$ cat config.mk
export PLATFORM = sky130hd
export DESIGN_NAME = plh_lock_holdover
export DESIGN_NICKNAME = d
export VERILOG_FILES = /design/src/inc/plh_pkg.sv /design/src/core/plh_lock_holdover.sv
export SDC_FILE = /design/constraint.sdc
export NUM_CORES = 1
export LEC_CHECK = 0
export BUFFER_PORTS_ARGS = -buffer_cell sky130_fd_sc_hd__buf_2
export CAP_MARGIN = 20
export CORE_MARGIN = 4
export CORE_UTILIZATION = 45
export CTS_BUF_LIST = sky130_fd_sc_hd__clkbuf_4 sky130_fd_sc_hd__clkbuf_8
export CTS_CLUSTER_SIZE = 28
export DETAILED_ROUTE_END_ITERATION = 10
export PLACE_DENSITY = 0.66
export SYNTH_ARGS = -nofsm -noshare
export SYNTH_HDL_FRONTEND = slang
export SYNTH_SLANG_ARGS = --single-unit
$ cat constraint.sdc
create_clock -name clk -period 2.94 [get_ports clk]
set_clock_uncertainty 0.1 [all_clocks]
set_input_delay 0.294 -clock clk [delete_from_list [all_inputs] [get_ports clk]]
set_output_delay 0.294 -clock clk [all_outputs]
set_load 0.02 [all_outputs]
$ cat src/inc/plh_pkg.sv
// package: register map, field layout, reset values and types of the lock-detect/holdover block
package plh_pkg;

  // ----------------------------------------------------------------------
  // register map (byte addresses, word aligned)
  // ----------------------------------------------------------------------
  localparam logic [4:0] ADDR_CTRL      = 5'h00;
  localparam logic [4:0] ADDR_LOCK_CNT  = 5'h04;
  localparam logic [4:0] ADDR_WINDOW    = 5'h08;
  localparam logic [4:0] ADDR_MANUAL_DAC_CODE   = 5'h0c;
  localparam logic [4:0] ADDR_STATUS    = 5'h10;
  localparam logic [4:0] ADDR_IRQ_STAT  = 5'h14;
  localparam logic [4:0] ADDR_IRQ_MASK  = 5'h18;

  // ----------------------------------------------------------------------
  // widths and reset values
  // ----------------------------------------------------------------------
  localparam int          CNT_W          = 16;
  localparam int          PHASE_W        = 12;
  localparam int          DAC_W          = 10;
  localparam int          EVT_W          = 4;
  localparam logic [15:0] LOCK_COUNT_RST = 16'h2710;
  localparam logic [11:0] WINDOW_RST     = 12'h010;
  localparam logic [9:0]  DAC_MID_RST    = 10'h200;
  localparam logic [1:0]  HOLD_MODE_ON   = 2'h2;
  localparam logic [1:0]  HOLD_MODE_RST  = 2'h2;

  // phase-detector rate used to relate lock count to lock time
  localparam int PD_RATE_KHZ  = 3840;
  localparam int LOCK_TIME_US = (10000 * 1000) / PD_RATE_KHZ;

  // ----------------------------------------------------------------------
  // control word layout
  // ----------------------------------------------------------------------
  localparam int CTRL_HOLD_MODE = 0;
  localparam int CTRL_TRACK_EN  = 2;
  localparam int CTRL_MAN_SEL   = 3;
  localparam int CTRL_HOLD_DIS  = 4;
  localparam int CTRL_OSC_67    = 5;
  localparam int CTRL_OSC_89    = 6;
  localparam logic [6:0] CTRL_RST = 7'h02;

  // interrupt event bit positions
  localparam int EVT_LOCK_GAIN = 0;
  localparam int EVT_LOCK_LOSS = 1;
  localparam int EVT_HOLD_IN   = 2;
  localparam int EVT_HOLD_OUT  = 3;

  typedef struct packed {
    logic       osc89;
    logic       osc67;
    logic       holdDis;
    logic       manSel;
    logic       trackEn;
    logic [1:0] holdMode;
  } plh_ctrl_t;

  typedef enum logic [0:0] {
    ST_LOCKING,
    ST_HOLDOVER
  } plh_state_t;

endpackage

$ cat src/core/plh_lock_holdover.sv
// lock detector, holdover control and Avalon-MM register file for the first loop
//
// Contract
// lock flag rises only after the programmed lock count of consecutive comparisons is in window.
// lock flag goes high once the phase difference stayed inside the window for the count.
// lock flag drops as soon as a comparison falls outside the window.
// with lock-loss holdover disable at 0, a falling lock flag enters holdover.
// holdover exits when the reference is valid, and locking restarts from zero.
// a holdover mode value of 2 enables holdover operation.
// tracking enable at 0 stops the holdover DAC from following the tuning voltage.
// manual DAC select at 1 takes the holdover voltage from the manual DAC code.
// a manual DAC code of 512 is midscale, about half the supply.
// output pairs six/seven and eight/nine each select the oscillator or the divider path.
// software should program a lock count large enough that the lock flag does not chatter.
// the comparison counter restarts from zero on any out-of-window comparison.
//
// Design decisions made here: the Avalon-MM register port and the placing of the registers.
`timescale 1ns/1ns
`default_nettype none
module plh_lock_holdover #(
  parameter int PHASE_W = plh_pkg::PHASE_W,
  parameter int DAC_W   = plh_pkg::DAC_W
) (
  // clock and reset
  input  wire logic                clk,
  input  wire logic                resetn,
  // Avalon-MM slave
  input  wire logic [4:0]          avs_address,
  input  wire logic                avs_read,
  input  wire logic                avs_write,
  input  wire logic [31:0]         avs_writedata,
  output logic      [31:0]         avs_readdata,
  output logic                     avs_waitrequest,
  // interrupt
  output logic                     irq,
  // phase comparison from the loop phase detector, same clock
  input  wire logic                cmpValid,
  input  wire logic [PHASE_W-1:0]  phaseErr,
  // tuning voltage code seen by the oscillator, same clock
  input  wire logic [DAC_W-1:0]    tuneCode,
  // reference valid from the input monitor, asynchronous
  input  wire logic                refValid,
  // loop status and holdover drive
  output logic                     lockFlag,
  output logic                     holdover,
  output logic                     dacHold,
  output logic      [DAC_W-1:0]    dacCode,
  // output pair sources: 1 = oscillator, 0 = divider
  output logic                     oscSelPair67,
  output logic                     oscSelPair89
);
  import plh_pkg::*;

  // ----------------------------------------------------------------------
  // registers
  // ----------------------------------------------------------------------
  plh_ctrl_t          ctrl_q;
  logic [CNT_W-1:0]   lockCount_q;
  logic [PHASE_W-1:0] window_q;
  logic [DAC_W-1:0]   manDac_q;
  logic [EVT_W-1:0]   irqStat_q;
  logic [EVT_W-1:0]   irqMask_q;
  logic               waitreq_q;
  logic [31:0]        rdata_q;
  logic               irq_q;

  logic               refMeta_q;
  logic               refSync_q;
  logic [CNT_W-1:0]   cmpCnt_q;
  logic               lock_q;
  plh_state_t         state_q;
  logic [DAC_W-1:0]   tracked_q;
  logic [DAC_W-1:0]   dac_q;
  logic               osc67_q;
  logic               osc89_q;

  // ----------------------------------------------------------------------
  // bus decode
  // ----------------------------------------------------------------------
  // one wait cycle per access: waitrequest drops for exactly one cycle
  wire busReq    = avs_read | avs_write;
  wire busAck    = busReq & ~waitreq_q;
  wire wrTake    = avs_write & ~waitreq_q;
  wire rdPrep    = avs_read & waitreq_q;
  wire selCtrl   = (avs_address == ADDR_CTRL);
  wire selCnt    = (avs_address == ADDR_LOCK_CNT);
  wire selWin    = (avs_address == ADDR_WINDOW);
  wire selDac    = (avs_address == ADDR_MANUAL_DAC_CODE);
  wire selStat   = (avs_address == ADDR_STATUS);
  wire selIrqS   = (avs_address == ADDR_IRQ_STAT);
  wire selIrqM   = (avs_address == ADDR_IRQ_MASK);
  wire irqRdClr  = avs_read & busAck & selIrqS;

  wire [31:0] statusWord = {{(28-DAC_W){1'b0}}, tracked_q, 1'b0, refSync_q,
                            (state_q == ST_HOLDOVER), lock_q};

  // unmapped addresses read as zero and ignore writes
  wire [31:0] rdMux =
    selCtrl ? {25'h0, ctrl_q} :
    selCnt  ? {16'h0, lockCount_q} :
    selWin  ? {{(32-PHASE_W){1'b0}}, window_q} :
    selDac  ? {{(32-DAC_W){1'b0}}, manDac_q} :
    selStat ? statusWord :
    selIrqS ? {28'h0, irqStat_q} :
    selIrqM ? {28'h0, irqMask_q} : 32'h0;

  // ----------------------------------------------------------------------
  // lock detector
  // ----------------------------------------------------------------------
  wire               errNeg   = phaseErr[PHASE_W-1];
  wire [PHASE_W-1:0] errAbs   = errNeg ? (~phaseErr + 1'b1) : phaseErr;
  wire               inWindow = (errAbs <= window_q);
  wire               cntDone  = (cmpCnt_q >= lockCount_q - 1'b1);
  wire               inHold   = (state_q == ST_HOLDOVER);
  wire               holdOn   = (ctrl_q.holdMode == HOLD_MODE_ON);
  wire               lossDet  = lock_q & cmpValid & ~inWindow;
  wire               gainDet  = ~lock_q & cmpValid & inWindow & cntDone & ~inHold;
  wire               enterHo  = lossDet & ~ctrl_q.holdDis & holdOn;
  wire               exitHo   = inHold & refSync_q;

  wire [CNT_W-1:0] cntNext =
    (inHold | exitHo)       ? {CNT_W{1'b0}} :
    ~cmpValid               ? cmpCnt_q :
    ~inWindow               ? {CNT_W{1'b0}} :
    (cmpCnt_q == {CNT_W{1'b1}}) ? cmpCnt_q :
    cmpCnt_q + 1'b1;

  wire lockNext =
    inHold  ? 1'b0 :
    lossDet ? 1'b0 :
    gainDet ? 1'b1 :
    lock_q;

  // ----------------------------------------------------------------------
  // holdover voltage
  // ----------------------------------------------------------------------
  // tracked value freezes while tracking is off or in holdover
  // also frozen on the entry cycle, so the held code cannot step one cycle later
  wire trackUpd = ctrl_q.trackEn & ~inHold & ~enterHo & cmpValid;
  wire [DAC_W-1:0] holdVal = ctrl_q.manSel ? manDac_q : tracked_q;
  wire [DAC_W-1:0] dacNext = (inHold | enterHo) ? holdVal : tuneCode;

  wire [EVT_W-1:0] evt;
  assign evt[EVT_LOCK_GAIN] = gainDet;
  assign evt[EVT_LOCK_LOSS] = lossDet;
  assign evt[EVT_HOLD_IN]   = enterHo;
  assign evt[EVT_HOLD_OUT]  = exitHo;

  // set wins over a read clear in the same cycle; an event set in the read's wait cycle is cleared unread
  wire [EVT_W-1:0] irqNext = (irqRdClr ? {EVT_W{1'b0}} : irqStat_q) | evt;

  // ----------------------------------------------------------------------
  // bus slave
  // ----------------------------------------------------------------------
  always_ff @(posedge clk or negedge resetn) begin
    if (!resetn) begin
      waitreq_q <= 1'b1;
      rdata_q   <= 32'h0;
    end else begin
      waitreq_q <= ~(busReq & waitreq_q);
      if (rdPrep) begin
        rdata_q <= rdMux;
      end
    end
  end

  always_ff @(posedge clk or negedge resetn) begin
    if (!resetn) begin
      ctrl_q      <= CTRL_RST;
      lockCount_q <= LOCK_COUNT_RST;
      window_q    <= WINDOW_RST;
      manDac_q    <= DAC_MID_RST;
      irqMask_q   <= {EVT_W{1'b0}};
    end else if (wrTake) begin
      if (selCtrl) begin
        ctrl_q <= avs_writedata[6:0];
      end
      if (selCnt) begin
        lockCount_q <= avs_writedata[CNT_W-1:0];
      end
      if (selWin) begin
        window_q <= avs_writedata[PHASE_W-1:0];
      end
      if (selDac) begin
        manDac_q <= avs_writedata[DAC_W-1:0];
      end
      if (selIrqM) begin
        irqMask_q <= avs_writedata[EVT_W-1:0];
      end
    end
  end

  always_ff @(posedge clk or negedge resetn) begin
    if (!resetn) begin
      irqStat_q <= {EVT_W{1'b0}};
      irq_q     <= 1'b0;
    end else begin
      irqStat_q <= irqNext;
      irq_q     <= |(irqNext & irqMask_q);
    end
  end

  // ----------------------------------------------------------------------
  // reference synchroniser
  // ----------------------------------------------------------------------
  always_ff @(posedge clk or negedge resetn) begin
    if (!resetn) begin
      refMeta_q <= 1'b0;
      refSync_q <= 1'b0;
    end else begin
      refMeta_q <= refValid;
      refSync_q <= refMeta_q;
    end
  end

  // ----------------------------------------------------------------------
  // lock counter, lock flag and holdover state
  // ----------------------------------------------------------------------
  always_ff @(posedge clk or negedge resetn) begin
    if (!resetn) begin
      cmpCnt_q <= {CNT_W{1'b0}};
      lock_q   <= 1'b0;
    end else begin
      cmpCnt_q <= cntNext;
      lock_q   <= lockNext;
    end
  end

  always_ff @(posedge clk or negedge resetn) begin
    if (!resetn) begin
      state_q <= ST_LOCKING;
    end else begin
      case (state_q)
        ST_LOCKING: begin
          if (enterHo) begin
            state_q <= ST_HOLDOVER;
          end
        end
        ST_HOLDOVER: begin
          if (exitHo) begin
            state_q <= ST_LOCKING;
          end
        end
        default: begin
          state_q <= ST_LOCKING;
        end
      endcase
    end
  end

  // ----------------------------------------------------------------------
  // DAC value and output pair selectors
  // ----------------------------------------------------------------------
  always_ff @(posedge clk or negedge resetn) begin
    if (!resetn) begin
      tracked_q <= DAC_MID_RST;
      dac_q     <= DAC_MID_RST;
      osc67_q   <= 1'b0;
      osc89_q   <= 1'b0;
    end else begin
      if (trackUpd) begin
        tracked_q <= tuneCode;
      end
      dac_q   <= dacNext;
      osc67_q <= ctrl_q.osc67;
      osc89_q <= ctrl_q.osc89;
    end
  end

  // ----------------------------------------------------------------------
  // outputs
  // ----------------------------------------------------------------------
  // holdover is a flop of its own so the output does not hang off the enum
  logic holdOut_q;
  always_ff @(posedge clk or negedge resetn) begin
    if (!resetn) begin
      holdOut_q <= 1'b0;
    end else begin
      holdOut_q <= (state_q == ST_LOCKING) ? enterHo : ~exitHo;
    end
  end

  assign avs_readdata    = rdata_q;
  assign avs_waitrequest = waitreq_q;
  assign irq             = irq_q;
  assign lockFlag        = lock_q;
  assign holdover        = holdOut_q;
  assign dacHold         = holdOut_q;
  assign dacCode         = dac_q;
  assign oscSelPair67    = osc67_q;
  assign oscSelPair89    = osc89_q;

endmodule
`default_nettype wire

== Word-level counts from Yosys, hierarchy flattened ==
Cells that the tools add are included.
Storage, ports and cells
  register bits: 130
  input port bits: 65
  output and inout port bits: 49
  word-level logic and storage cells: 102
Operators by class
  add/sub/neg operators: 3
  magnitude comparators: 2
  equality and inequality tests: 9
  muxes and demuxes: 22
  bitwise operators: 32
  reductions and logical operators: 10
Operator list (number)
  $mux 16: 6
  $mux 14: 3
  $mux 10: 2
  $and 1x1->1: 18
  $add 16x1->16 const B: 1
  $eq 16x16->1 const B: 1
  $ge 16x16->1: 1
  $sub 16x1->16 const B: 1
  $eq 5x5->1 const B: 3
  $add 12x1->12 const B: 1
  $le 12x12->1: 1
  $mux 12: 1
  $mux 4: 3
  $not 12->12: 1
  $reduce_and 2->1: 6
  $eq 5x4->1 const B: 2
  $not 1->1: 8
  $mux 1: 6
  $eq 5x3->1 const B: 1
  $logic_not 5->1: 1
  $and 4x4->4: 1
  $or 4x4->4: 1
  $reduce_or 4->1: 1
  $ne 3x3->1 const B: 1
  5 further kinds: 7

== Logic depth before layout (Yosys ltp) ==
Gate-level depths: netlist of the first run.
  depth in word-level cells: 11
  depth in mapped cells: 14
  depth with buffers taken out: 13

== Worst setup path after synthesis of the first run ==
No wires, ideal clock.
  path type: input port to flip-flop
  from: input port phaseErr[1]
  to: register tracked_q[0]
  library setup time: 0.125 ns
  arrival time: 3.230 ns
  required time: 2.715 ns
  slack: -0.515 ns
  cell stages on the path: 10
  path buffers: 0
  path through: or3_1 or4_1 o41ai_1 xnor2_1 ha_1 nand4_2 a211o_1 a311oi_4 nor3_4 mux2_2
On the way
  cells in the longest elaborated chain, start to end: 11
RTL lines
  from (decl): line plh_lock_holdover.sv:38  | input wire logic [PHASE_W-1:0] phaseErr,
  $not 12->12: line plh_lock_holdover.sv:111  | wire [PHASE_W-1:0] errAbs = errNeg ? (~phaseErr + 1'b1) : phaseErr;
  $add 12x1->12: line plh_lock_holdover.sv:111
  $mux 12 *: line plh_lock_holdover.sv:111
  $le 12x12->1 *: line plh_lock_holdover.sv:112  | wire inWindow = (errAbs <= window_q);
  $not 1->1 *
  $and 1x1->1 *: line plh_lock_holdover.sv:116  | wire lossDet = lock_q & cmpValid & ~inWindow;
  $and 1x1->1 * (2 in series): line plh_lock_holdover.sv:118  | wire enterHo = lossDet & ~ctrl_q.holdDis & holdOn;
  $not 1->1 *: line plh_lock_holdover.sv:139  | wire trackUpd = ctrl_q.trackEn & ~inHold & ~enterHo & cmpValid;
  $and 1x1->1 * (2 in series): line plh_lock_holdover.sv:139
  to (signal assigned): line plh_lock_holdover.sv:262  | tracked_q <= tuneCode;
  to (decl): line plh_lock_holdover.sv:72  | logic [DAC_W-1:0] tracked_q;
Every way passes the cells marked *; elsewhere a longest branch is shown, timed or not.
A chain may end at the register's enable or synchronous reset.

== Worst setup path after layout of the first run ==
  from: input port phaseErr[1]
  to: register tracked_q[7]
The elaborated chain is that of the path after synthesis.

==> impl_metrics.csv, run 1 <==
group,metric,value,unit
routing,drt_wl_total,17220,um
worst_setup_path,start_kind,"input pin",
floorplanning,dieArea,0.01624,mm^2
final_layout,final_cell_mix,"dfrtp_1 (102), mux2_2 (80), buf_2 (78)",
synth,synth_seq_cells,113,
power,p_switching,1.414,mW
power,p_comb_share,24.7,%
timing,fmax,0.3169,GHz
power,cellInternalPower,3.337,mW
synth,yosysWarningCount,0,
cts,cts_buffer_depth,2,
timing,slew_violations,0,
routing,via_per_inst,5.643,
job,max_cap_violations,0,
timing,whs,0.02300,ns
placement,gp_congestion,0.8507,
floorplanning,start_util,46.07,%
worst_setup_path,crit_slowest_cell,"or4_4",
synth,synth_area,0.006420,mm^2
final_layout,insertedDiodeCount,0,
final_layout,utilization,57.47,%
timing,rsz0062_at_grt,"yes",
power,p_clk_share,33.4,%
worst_setup_path,critPathMaxFanout,4,
final_layout,fillers,1175,
timing,setup_slack,-0.2159,ns
final_layout,drive_gt1_share,37.67,%
global_routing,grt_max_degree,49,
synth,yosys.area.top_type_share,39.76,%
cts,cts_root_buf,"clkbuf_8",
timing,relSlewSlack,38.86,%
cts,clk_pin_slew_worst_paths,0.07,ns
worst_hold_path,hold_class,"input pin to flip-flop",
global_routing,grtUsageTotal,21.29,%
routing,wire_per_inst,18.59,um
final_layout,final_common_cell,"dfrtp_1",
power,irDropWorstVdd,366.4,uV
cts,clkSinkCount,113,
worst_setup_path,worst_path_largest_cell_delay,0.46,ns
placement,io_buffers,81,
synth,ys_async_sr_fraction,100.0,%
power,p_seq_share,41.9,%
routing,drt-pass1-iter-count,6,
routing,drcViolationCount,0,
floorplanning,core,0.01393,mm^2
power,power_density,593.3,mW/mm^2
final_layout,fin_cells,926,
global_routing,grtUsageMet1,28.04,%
floorplanning,die_w,127.4,um
global_routing,antenna_found_initial,0,
cts,htree_levels,4,
synth,synth_cells,598,
cts,cts_tree,"done",
power,switching_share,29.76,%
cts,clock_latency,0.42,ns
worst_setup_path,crit_top_cell,"buf_6",
cts,cts_buffers,17,
global_routing,met2_usage,35.03,%
synth,syn_avg_cell_area,10.74,um^2
synth,ys_seq_area_share,44.26,%
synth,synth_ff_type,"dfrtp_1",
final_layout,fin_nets,830,
timing,tns,-5.359,ns
placement,dpl_worst_slack,-0.8533,ns
global_routing,grt_pass1_vias,5284,
routing,num_vias,5225,
power,p_leak,3.714,nW
synth,synth_top_area_cell,"dfrtp_1",
status,status,"finished with violations",
worst_setup_path,critPathCaptureType,"flip-flop",
worst_setup_path,worstSetupPathType,"input pin to flip-flop",
global_routing,grt_busiest_layer,"met2",
routing,ant_nets,0,
worst_setup_path,cp.required,3.14,ns
timing,finalSetupViolCount,36,
synth,synth_area_leaders,"dfrtp_1 (40%), mux2_2 (14%), ha_1 (6.0%)",
synth,synth_edf_count,0,
timing,final.min_clock_period,3.156,ns
final_layout,syn_to_final_growth,24.73,%
floorplanning,io_pins,114,
placement,place_inst,872,
floorplanning,dieHeight,127.4,um
global_routing,grt_pass1_wl,27120,um
status,violations,"setup timing",
global_routing,grtUsageMet3,5.351,%
timing,fin_crit_sh,107.3,%
routing,drtIter0Drc,408,
placement,hpwlAfterDp,12790,um
worst_setup_path,worstPathCellList,"buf_6 > or3_4 > or4_4 > o41ai_4 > xnor2_1 > ha_1 > nand4_4 > a211o_1 > a311oi_4 > buf_6 > nor3_4 > buf_6 > mux2_4",
worst_setup_path,crit_arrival,3.36,ns
timing,hold_violations,0,
global_routing,overflow,0,
timing,worst_slew_pin_slew,0.9149,ns
floorplanning,num_rows,43,
synth,ys_types,71,
-- logic make-up after synthesis --
kind of cell / synth area share [%]
simple gates: 13.29
buf+inv: 4.911
xor+xnor: 4.093
other cells: 0.05841
mux: 14.68
compound gates: 12.67
flops: 44.26
fa+ha+maj: 6.042
-- cell type report --
class / count / area, um^2 / share of cell area, %
repair buffers: 138 / 937.1 / 11.70
inverters: 27 / 101.3 / 1.266
clock buffers: 21 / 270.3 / 3.375
multi-input cells: 437 / 3472 / 43.36
well taps: 180 / 225.2 / 2.813
clock inverters: 10 / 160.2 / 2.000
flip-flops and latches: 113 / 2841 / 35.48
-- critical path: cells and delay by family --
family / cells / cell delay (ns)
compound gates: 3 / 0.84
fa+ha+maj: 1 / 0.35
buf+inv: 3 / 0.41
simple gates: 4 / 1.03
mux: 1 / 0.29
xor+xnor: 1 / 0.12
-- worst paths after layout --
check | start | end | slack [ns] | cells after the start
min in group asynchronous | resetn | cmpCnt_q[3]$_DFFE_PN0P_ | 0.34 | 2
max reg2reg | lockCount_q[0]$_DFFE_PN0P_ | irqStat_q[0]$_DFF_PN0_ | 0.11 | 13
min | tuneCode[9] | dacCode[9]$_DFF_PN1_ | 0.02 | 2
max in group asynchronous | resetn | ctrl_q[1]$_DFFE_PN1P_ | 1.63 | 3
min reg2reg | refMeta_q$_DFF_PN0_ | refSync_q$_DFF_PN0_ | 0.25 | 0
max | phaseErr[1] | tracked_q[7]$_DFFE_PN0P_ | -0.22 | 13
-- layer usage --
layer / routed length [um] / vias up / part of all wire [%]
met4: 242 / 0 / 1.4
met3: 968 / 18 / 5.6
met2: 8595 / 169 / 50
met1: 7409 / 2609 / 43
li1: - / 2429 / -
met5: 0 / - / 0
-- state kept, by name, indices dropped and copies added, names as in the netlist, 4 cells and up --
register and count:
irqStat_q 4, manDac_q 10, tracked_q 10, dacCode 10, cmpCnt_q 16, lockCount_q 16
ctrl_q 7, avs_readdata 16, irqMask_q 4, window_q 12
-- synth_stat cells, drive strengths merged (4+ instances only) --
library cell and n:
mux2 81, o31ai 5, nand2b 6, dfstp 11
nor2b 8, o22ai 7, dfrtp 102, nor2 32
buf 25, o21ai 31, a21oi 20, nand4 15
or4 4, a222oi 7, nor3 11, inv 27
nand3 12, ha 31, nor4 6, clkbuf 11
nand2 48, xor2 11, xnor2 19, a21o 5
a22o 5, a22oi 10
-- power by group through the flow --
stage                     logic, mW  clock network (mW)  registers (mW)
after global routing           1.30                1.69            2.01
after floorplan               0.749                   0            1.95
after global placement         1.03                   0            1.99
after CTS                      1.12                1.62            1.98
final                          1.17                1.59            1.99
after detailed placement       1.08                   0            2.00
-- per-stage QoR --
step	cell area (um^2)	total power [mW]
final	8008	4.751
after global routing	8008	5.011
after CTS	7845	4.724
after detailed placement	7208	3.089
after global placement	7208	3.024
after floorplan	6523	2.700
-- repair_timing --
item                                   CTS  global route
endpoints found under the hold margin   52             5
setup endpoints to repair               39            40
hold buffers                            11             4
setup buffers                            5             3
gates resized for setup                  9            23
pin swaps                                6             5
(Power assumes the default switching activity.)
==> run 2: changes to the inputs <==
--- a/config.mk
+++ b/config.mk
@@ -12,7 +12,7 @@
 export CTS_BUF_LIST = sky130_fd_sc_hd__clkbuf_4 sky130_fd_sc_hd__clkbuf_8
 export CTS_CLUSTER_SIZE = 28
 export DETAILED_ROUTE_END_ITERATION = 10
-export PLACE_DENSITY = 0.66
+export PLACE_DENSITY_LB_ADDON = 0.3
 export SYNTH_ARGS = -nofsm -noshare
 export SYNTH_HDL_FRONTEND = slang
 export SYNTH_SLANG_ARGS = --single-unit
==> run 2 against run 1 <==
  * The flow still finishes with violations (setup timing)
  * Die area stayed put
  * Sequential power hardly changed
  * First-iteration DRC count shrank 13%
  * Global-route usage down 0.21 points
  * Flip-flop and latch count unchanged
  * Total power is 0.79% higher
  * Critical endpoint is now tracked_q[2]$_DFFE_PN0P_
  * Highest routed layer unchanged
==> impl_metrics.csv, run 2 (synthesis gave the netlist of run 1 again) <==
group,metric,value,unit
power,p_leak,3.705,nW
timing,relSlewSlack,39.49,%
final_layout,syn_to_final_growth,24.85,%
routing,num_vias,5187,
worst_setup_path,worst_path_largest_cell_delay,0.45,ns
global_routing,overflow,0,
placement,dpl_worst_slack,-0.8387,ns
floorplanning,core,0.01393,mm^2
placement,place_inst,871,
global_routing,grtUsageMet3,5.602,%
cts,htree_levels,4,
placement,hpwlAfterDp,12410,um
global_routing,grtUsageTotal,21.07,%
power,p_total,4.788,mW
final_layout,drive_gt1_share,37.85,%
timing,tns,-3.226,ns
worst_setup_path,worstPathCellList,"buf_6 > or3_4 > or4_4 > o41ai_4 > xnor2_1 > ha_1 > nand4_4 > or2_4 > a311oi_4 > buf_6 > nor3_4 > buf_6 > mux2_4",
global_routing,grt_busiest_layer,"met2",
global_routing,met2_usage,33.76,%
final_layout,final_cell_mix,"dfrtp_1 (102), mux2_2 (80), buf_2 (79)",
floorplanning,dieHeight,127.4,um
global_routing,antenna_found_initial,0,
final_layout,fin_cells,925,
timing,slew_violations,0,
routing,wire_per_inst,18.03,um
floorplanning,die_w,127.4,um
cts,clkSinkCount,113,
cts,clock_latency,0.43,ns
timing,final.min_clock_period,3.107,ns
status,status,"finished with violations",
worst_setup_path,crit_slowest_cell,"or4_4",
worst_setup_path,path_buf_inv,3,
job,max_cap_violations,0,
placement,gp_congestion,0.8712,
placement,place_area,0.007201,mm^2
timing,hold_violations,0,
power,power_density,597.4,mW/mm^2
cts,clk_pin_slew_worst_paths,0.08,ns
global_routing,grt_pass1_wl,27120,um
worst_setup_path,critPathCaptureType,"flip-flop",
routing,drt_wl_total,16680,um
placement,io_buffers,81,
global_routing,grt_pass1_vias,5313,
worst_setup_path,cp.required,3.15,ns
worst_setup_path,worstSetupPathType,"input pin to flip-flop",
status,violations,"setup timing",
final_layout,final_common_cell,"dfrtp_1",
floorplanning,dieArea,0.01624,mm^2
routing,drcViolationCount,0,
cts,cts_tree,"done",
cts,cts_buffers,17,
cts,cts_root_buf,"clkbuf_8",
floorplanning,io_pins,114,
timing,fin_crit_sh,105.7,%
worst_setup_path,crit_arrival,3.32,ns
cts,cts_buffer_depth,2,
routing,ant_nets,0,
worst_setup_path,crit_family,"simple AND/OR/NAND/NOR gates",
final_layout,fin_nets,828,
routing,via_per_inst,5.608,
timing,worst_slew_pin_slew,0.9054,ns
timing,fmax,0.3219,GHz
power,irDropWorstVdd,374.1,uV
worst_setup_path,critPathMaxFanout,4,
final_layout,insertedDiodeCount,0,
timing,rsz0062_at_grt,"yes",
timing,finalSetupViolCount,26,
worst_setup_path,crit_top_cell,"buf_6",
routing,drtIter0Drc,354,
global_routing,grt_max_degree,55,
timing,setup_slack,-0.1665,ns
worst_hold_path,hold_class,"input pin to flip-flop",
worst_setup_path,start_kind,"input pin",
floorplanning,start_util,46.07,%
final_layout,fin_area,0.008015,mm^2
global_routing,grtUsageMet1,27.94,%
routing,drt-pass1-iter-count,5,
floorplanning,num_rows,43,
## run 2: repair_timing
action,CTS,global route
pin swaps,3,3
hold buffers,14,0
setup endpoints to repair,39,40
gates cloned,1,0
buffers inserted,6,1
gates resized for setup,14,16
hold endpoints to repair,65,0
## run 2: metrics by stage
stage / util [%] / hold slack [ns]
floorplan: - / -0.1016
global placement: 51.67 / 0.2341
detailed placement: 51.67 / 0.2402
CTS: 56.96 / 0.004537
global route: 57.52 / 0.006506
finish: 57.52 / 0.01827
## run 2: cell type report
| class | count | area (um^2) |
|---|---|---|
| fillers | 1145 | 5919 |
| multi-input cells | 437 | 3466 |
| flip-flops and latches | 113 | 2841 |
| repair buffers | 136 | 927.1 |
| clock buffers | 20 | 275.3 |
| well taps | 180 | 225.2 |
| clock inverters | 12 | 178.9 |
| inverters | 27 | 101.3 |
## run 2: metal layers
metal / wire, um / vias to the layer above
met5: 0 / -
met4: 398 / 0
met3: 929 / 27
met2: 8046 / 162
met1: 7301 / 2566
li1: - / 2432
## run 2: path summary, 6_finish.rpt
check / startpoint / endpoint / slack [ns] / cells past startpoint
min in group asynchronous: resetn / cmpCnt_q[2]$_DFFE_PN0P_ / 0.38 / 2
max: phaseErr[1] / tracked_q[2]$_DFFE_PN0P_ / -0.17 / 13
max reg2reg: lockCount_q[0]$_DFFE_PN0P_ / irqStat_q[0]$_DFF_PN0_ / 0.14 / 15
min: avs_writedata[10] / lockCount_q[10]$_DFFE_PN1P_ / 0.02 / 2
min reg2reg: refMeta_q$_DFF_PN0_ / refSync_q$_DFF_PN0_ / 0.25 / 0
max in group asynchronous: resetn / avs_waitrequest$_DFF_PN1_ / 1.51 / 3
## run 2: power by group
part	switching [mW]	internal (mW)	total [mW]
Sequential	0.209	1.77	1.98
Combinational	0.567	0.578	1.15
Clock	0.665	0.994	1.66
Total	1.44	3.35	4.79
==> run 3: changes to the inputs <==
--- a/config.mk
+++ b/config.mk
@@ -13,6 +13,7 @@
 export CTS_CLUSTER_SIZE = 28
 export DETAILED_ROUTE_END_ITERATION = 10
 export PLACE_DENSITY_LB_ADDON = 0.3
+export SETUP_SLACK_MARGIN = 0.3
 export SYNTH_ARGS = -nofsm -noshare
 export SYNTH_HDL_FRONTEND = slang
 export SYNTH_SLANG_ARGS = --single-unit
==> run 3 against run 2 <==
  * Die area stayed put
  * Largest cell class unchanged
  * Critical endpoint is now tracked_q[4]$_DFFE_PN0P_
  * Register-to-register slack hardly changed
  * Worst hold slack better by 0.020 ns
  * Highest routed layer unchanged
  * Non-clock buffer count is 8 higher
  * The run still ends with setup timing left
==> impl_metrics.csv, run 3 (synthesis gave the netlist of run 1 again) <==
group,metric,value,unit
status,status,"finished with violations",
status,violations,"setup timing",
final_layout,final_common_cell,"dfrtp_1",
power,p_total,4.663,mW
final_layout,insertedDiodeCount,0,
routing,wire_per_inst,18.22,um
routing,num_vias,5194,
placement,io_buffers,81,
floorplanning,io_pins,114,
timing,tns,-2.433,ns
timing,worst_slew_pin_slew,0.8837,ns
global_routing,grt_max_degree,52,
cts,cts_tree,"done",
worst_setup_path,critPathCaptureType,"flip-flop",
routing,drcViolationCount,0,
routing,drtIter0Drc,295,
cts,clk_pin_slew_worst_paths,0.07,ns
power,p_leak,3.734,nW
timing,rsz0062_at_grt,"yes",
cts,clkSinkCount,113,
timing,setup_slack,-0.1177,ns
final_layout,multiInputGateArea,0.003466,mm^2
timing,slew_violations,0,
timing,relSlewSlack,40.95,%
power,irDropWorstVdd,353.7,uV
placement,gp_congestion,0.8673,
cts,cts_buffer_depth,2,
timing,fin_crit_sh,104.0,%
cts,cts_root_buf,"clkbuf_8",
routing,via_per_inst,5.573,
floorplanning,dieArea,0.01624,mm^2
placement,dpl_worst_slack,-0.7802,ns
worst_setup_path,start_kind,"input pin",
worst_setup_path,regToRegStartpoint,"lockCount_q[0]$_DFFE_PN0P_",
worst_setup_path,critPathMaxFanout,5,
final_layout,seqCellArea,0.002841,mm^2
floorplanning,dieHeight,127.4,um
power,power_density,578.1,mW/mm^2
final_layout,syn_to_final_growth,25.65,%
floorplanning,start_util,46.07,%
worst_hold_path,hp-start,"avs_writedata[5]",
final_layout,drive_gt1_share,38.30,%
floorplanning,core,0.01393,mm^2
final_layout,final_cell_mix,"dfrtp_1 (102), mux2_2 (81), buf_2 (78)",
timing,final.min_clock_period,3.058,ns
placement,place_inst,871,
placement,hpwlAfterDp,12620,um
worst_setup_path,crit_arrival,3.28,ns
timing,hold_violations,0,
timing,finalSetupViolCount,35,
routing,drt_wl_total,16980,um
worst_setup_path,cp.required,3.17,ns
final_layout,fillers,1177,
cts,htree_levels,4,
final_layout,fin_nets,836,
cts,cts_buffers,17,
worst_setup_path,worstSetupPathType,"input pin to flip-flop",
global_routing,antenna_found_initial,0,
worst_setup_path,crit_start,"phaseErr[1]",
floorplanning,die_w,127.4,um
global_routing,overflow,0,
cts,clock_latency,0.44,ns
routing,drt-pass1-iter-count,7,
global_routing,grt_pass1_wl,26850,um
global_routing,grtUsageTotal,21.33,%
timing,fmax,0.3270,GHz
global_routing,grt_pass1_vias,5253,
final_layout,fin_cells,932,
timing,whs,0.03843,ns
worst_hold_path,hold_class,"input pin to flip-flop",
floorplanning,num_rows,43,
job,max_cap_violations,0,
routing,ant_nets,0,
[run 3: layout make-up]
cell class,instances,share of cell area (%)
sequential,113,35.23
clock buffer,20,3.335
clock inverter,11,1.706
multi-input combinational,437,42.97
tap,180,2.792
inverter,27,1.256
timing repair buffer,144,12.72
[run 3: metal layers]
layer	up-vias	track usage (%)	share of wire, %
li1	2445	-	-
met1	2551	26.98	42
met2	172	34.59	49
met3	26	6.187	6.0
met4	0	8.202	2.8
met5	-	0	0
[run 3: per-stage QoR]
step / util (%) / cell area [um^2]
2_1_floorplan: - / 6523
3_3_place_gp: 51.67 / 7201
3_5_place_dp: 51.67 / 7201
4_1_cts: 57.48 / 8010
5_1_grt: 57.89 / 8066
6_report: 57.89 / 8066
[run 3: repair_timing]
action	4_1_cts	5_1_grt
hold buffers	20	0
gates cloned	1	1
setup endpoints to repair	42	42
hold endpoints to repair	73	0
setup buffers	7	1
pin swaps	9	2
gates resized for setup	22	7
[run 3: worst paths after layout]
kind | cells past startpoint | end | slack, ns
hold reg to reg | 0 | refSync_q$_DFF_PN0_ | 0.25
hold / removal | 2 | manDac_q[5]$_DFFE_PN0P_ | 0.04
min in group asynchronous | 2 | cmpCnt_q[3]$_DFFE_PN0P_ | 0.35
setup / recovery | 14 | tracked_q[4]$_DFFE_PN0P_ | -0.12
max in group asynchronous | 3 | tracked_q[9]$_DFFE_PN1P_ | 1.54
setup reg to reg | 13 | irqStat_q[0]$_DFF_PN0_ | 0.13
[run 3: worst max-delay path: stages]
cell       delay (ns)
buf_6            0.09
or3_4            0.37
or4_4            0.46
o21ai_1          0.16
xnor2_1          0.14
ha_1             0.28
a21oi_1          0.18
o21a_1           0.17
or2_4            0.14
a311oi_4         0.09
buf_6            0.15
nor3_4           0.22
clkbuf_16        0.21
mux2_2           0.32
[run 3: power breakdown]
part | switching (mW) | internal [mW] | total (mW)
clock | 0.641 | 0.880 | 1.52
combinational | 0.577 | 0.584 | 1.16
sequential | 0.205 | 1.78 | 1.98
total | 1.42 | 3.24 | 4.66
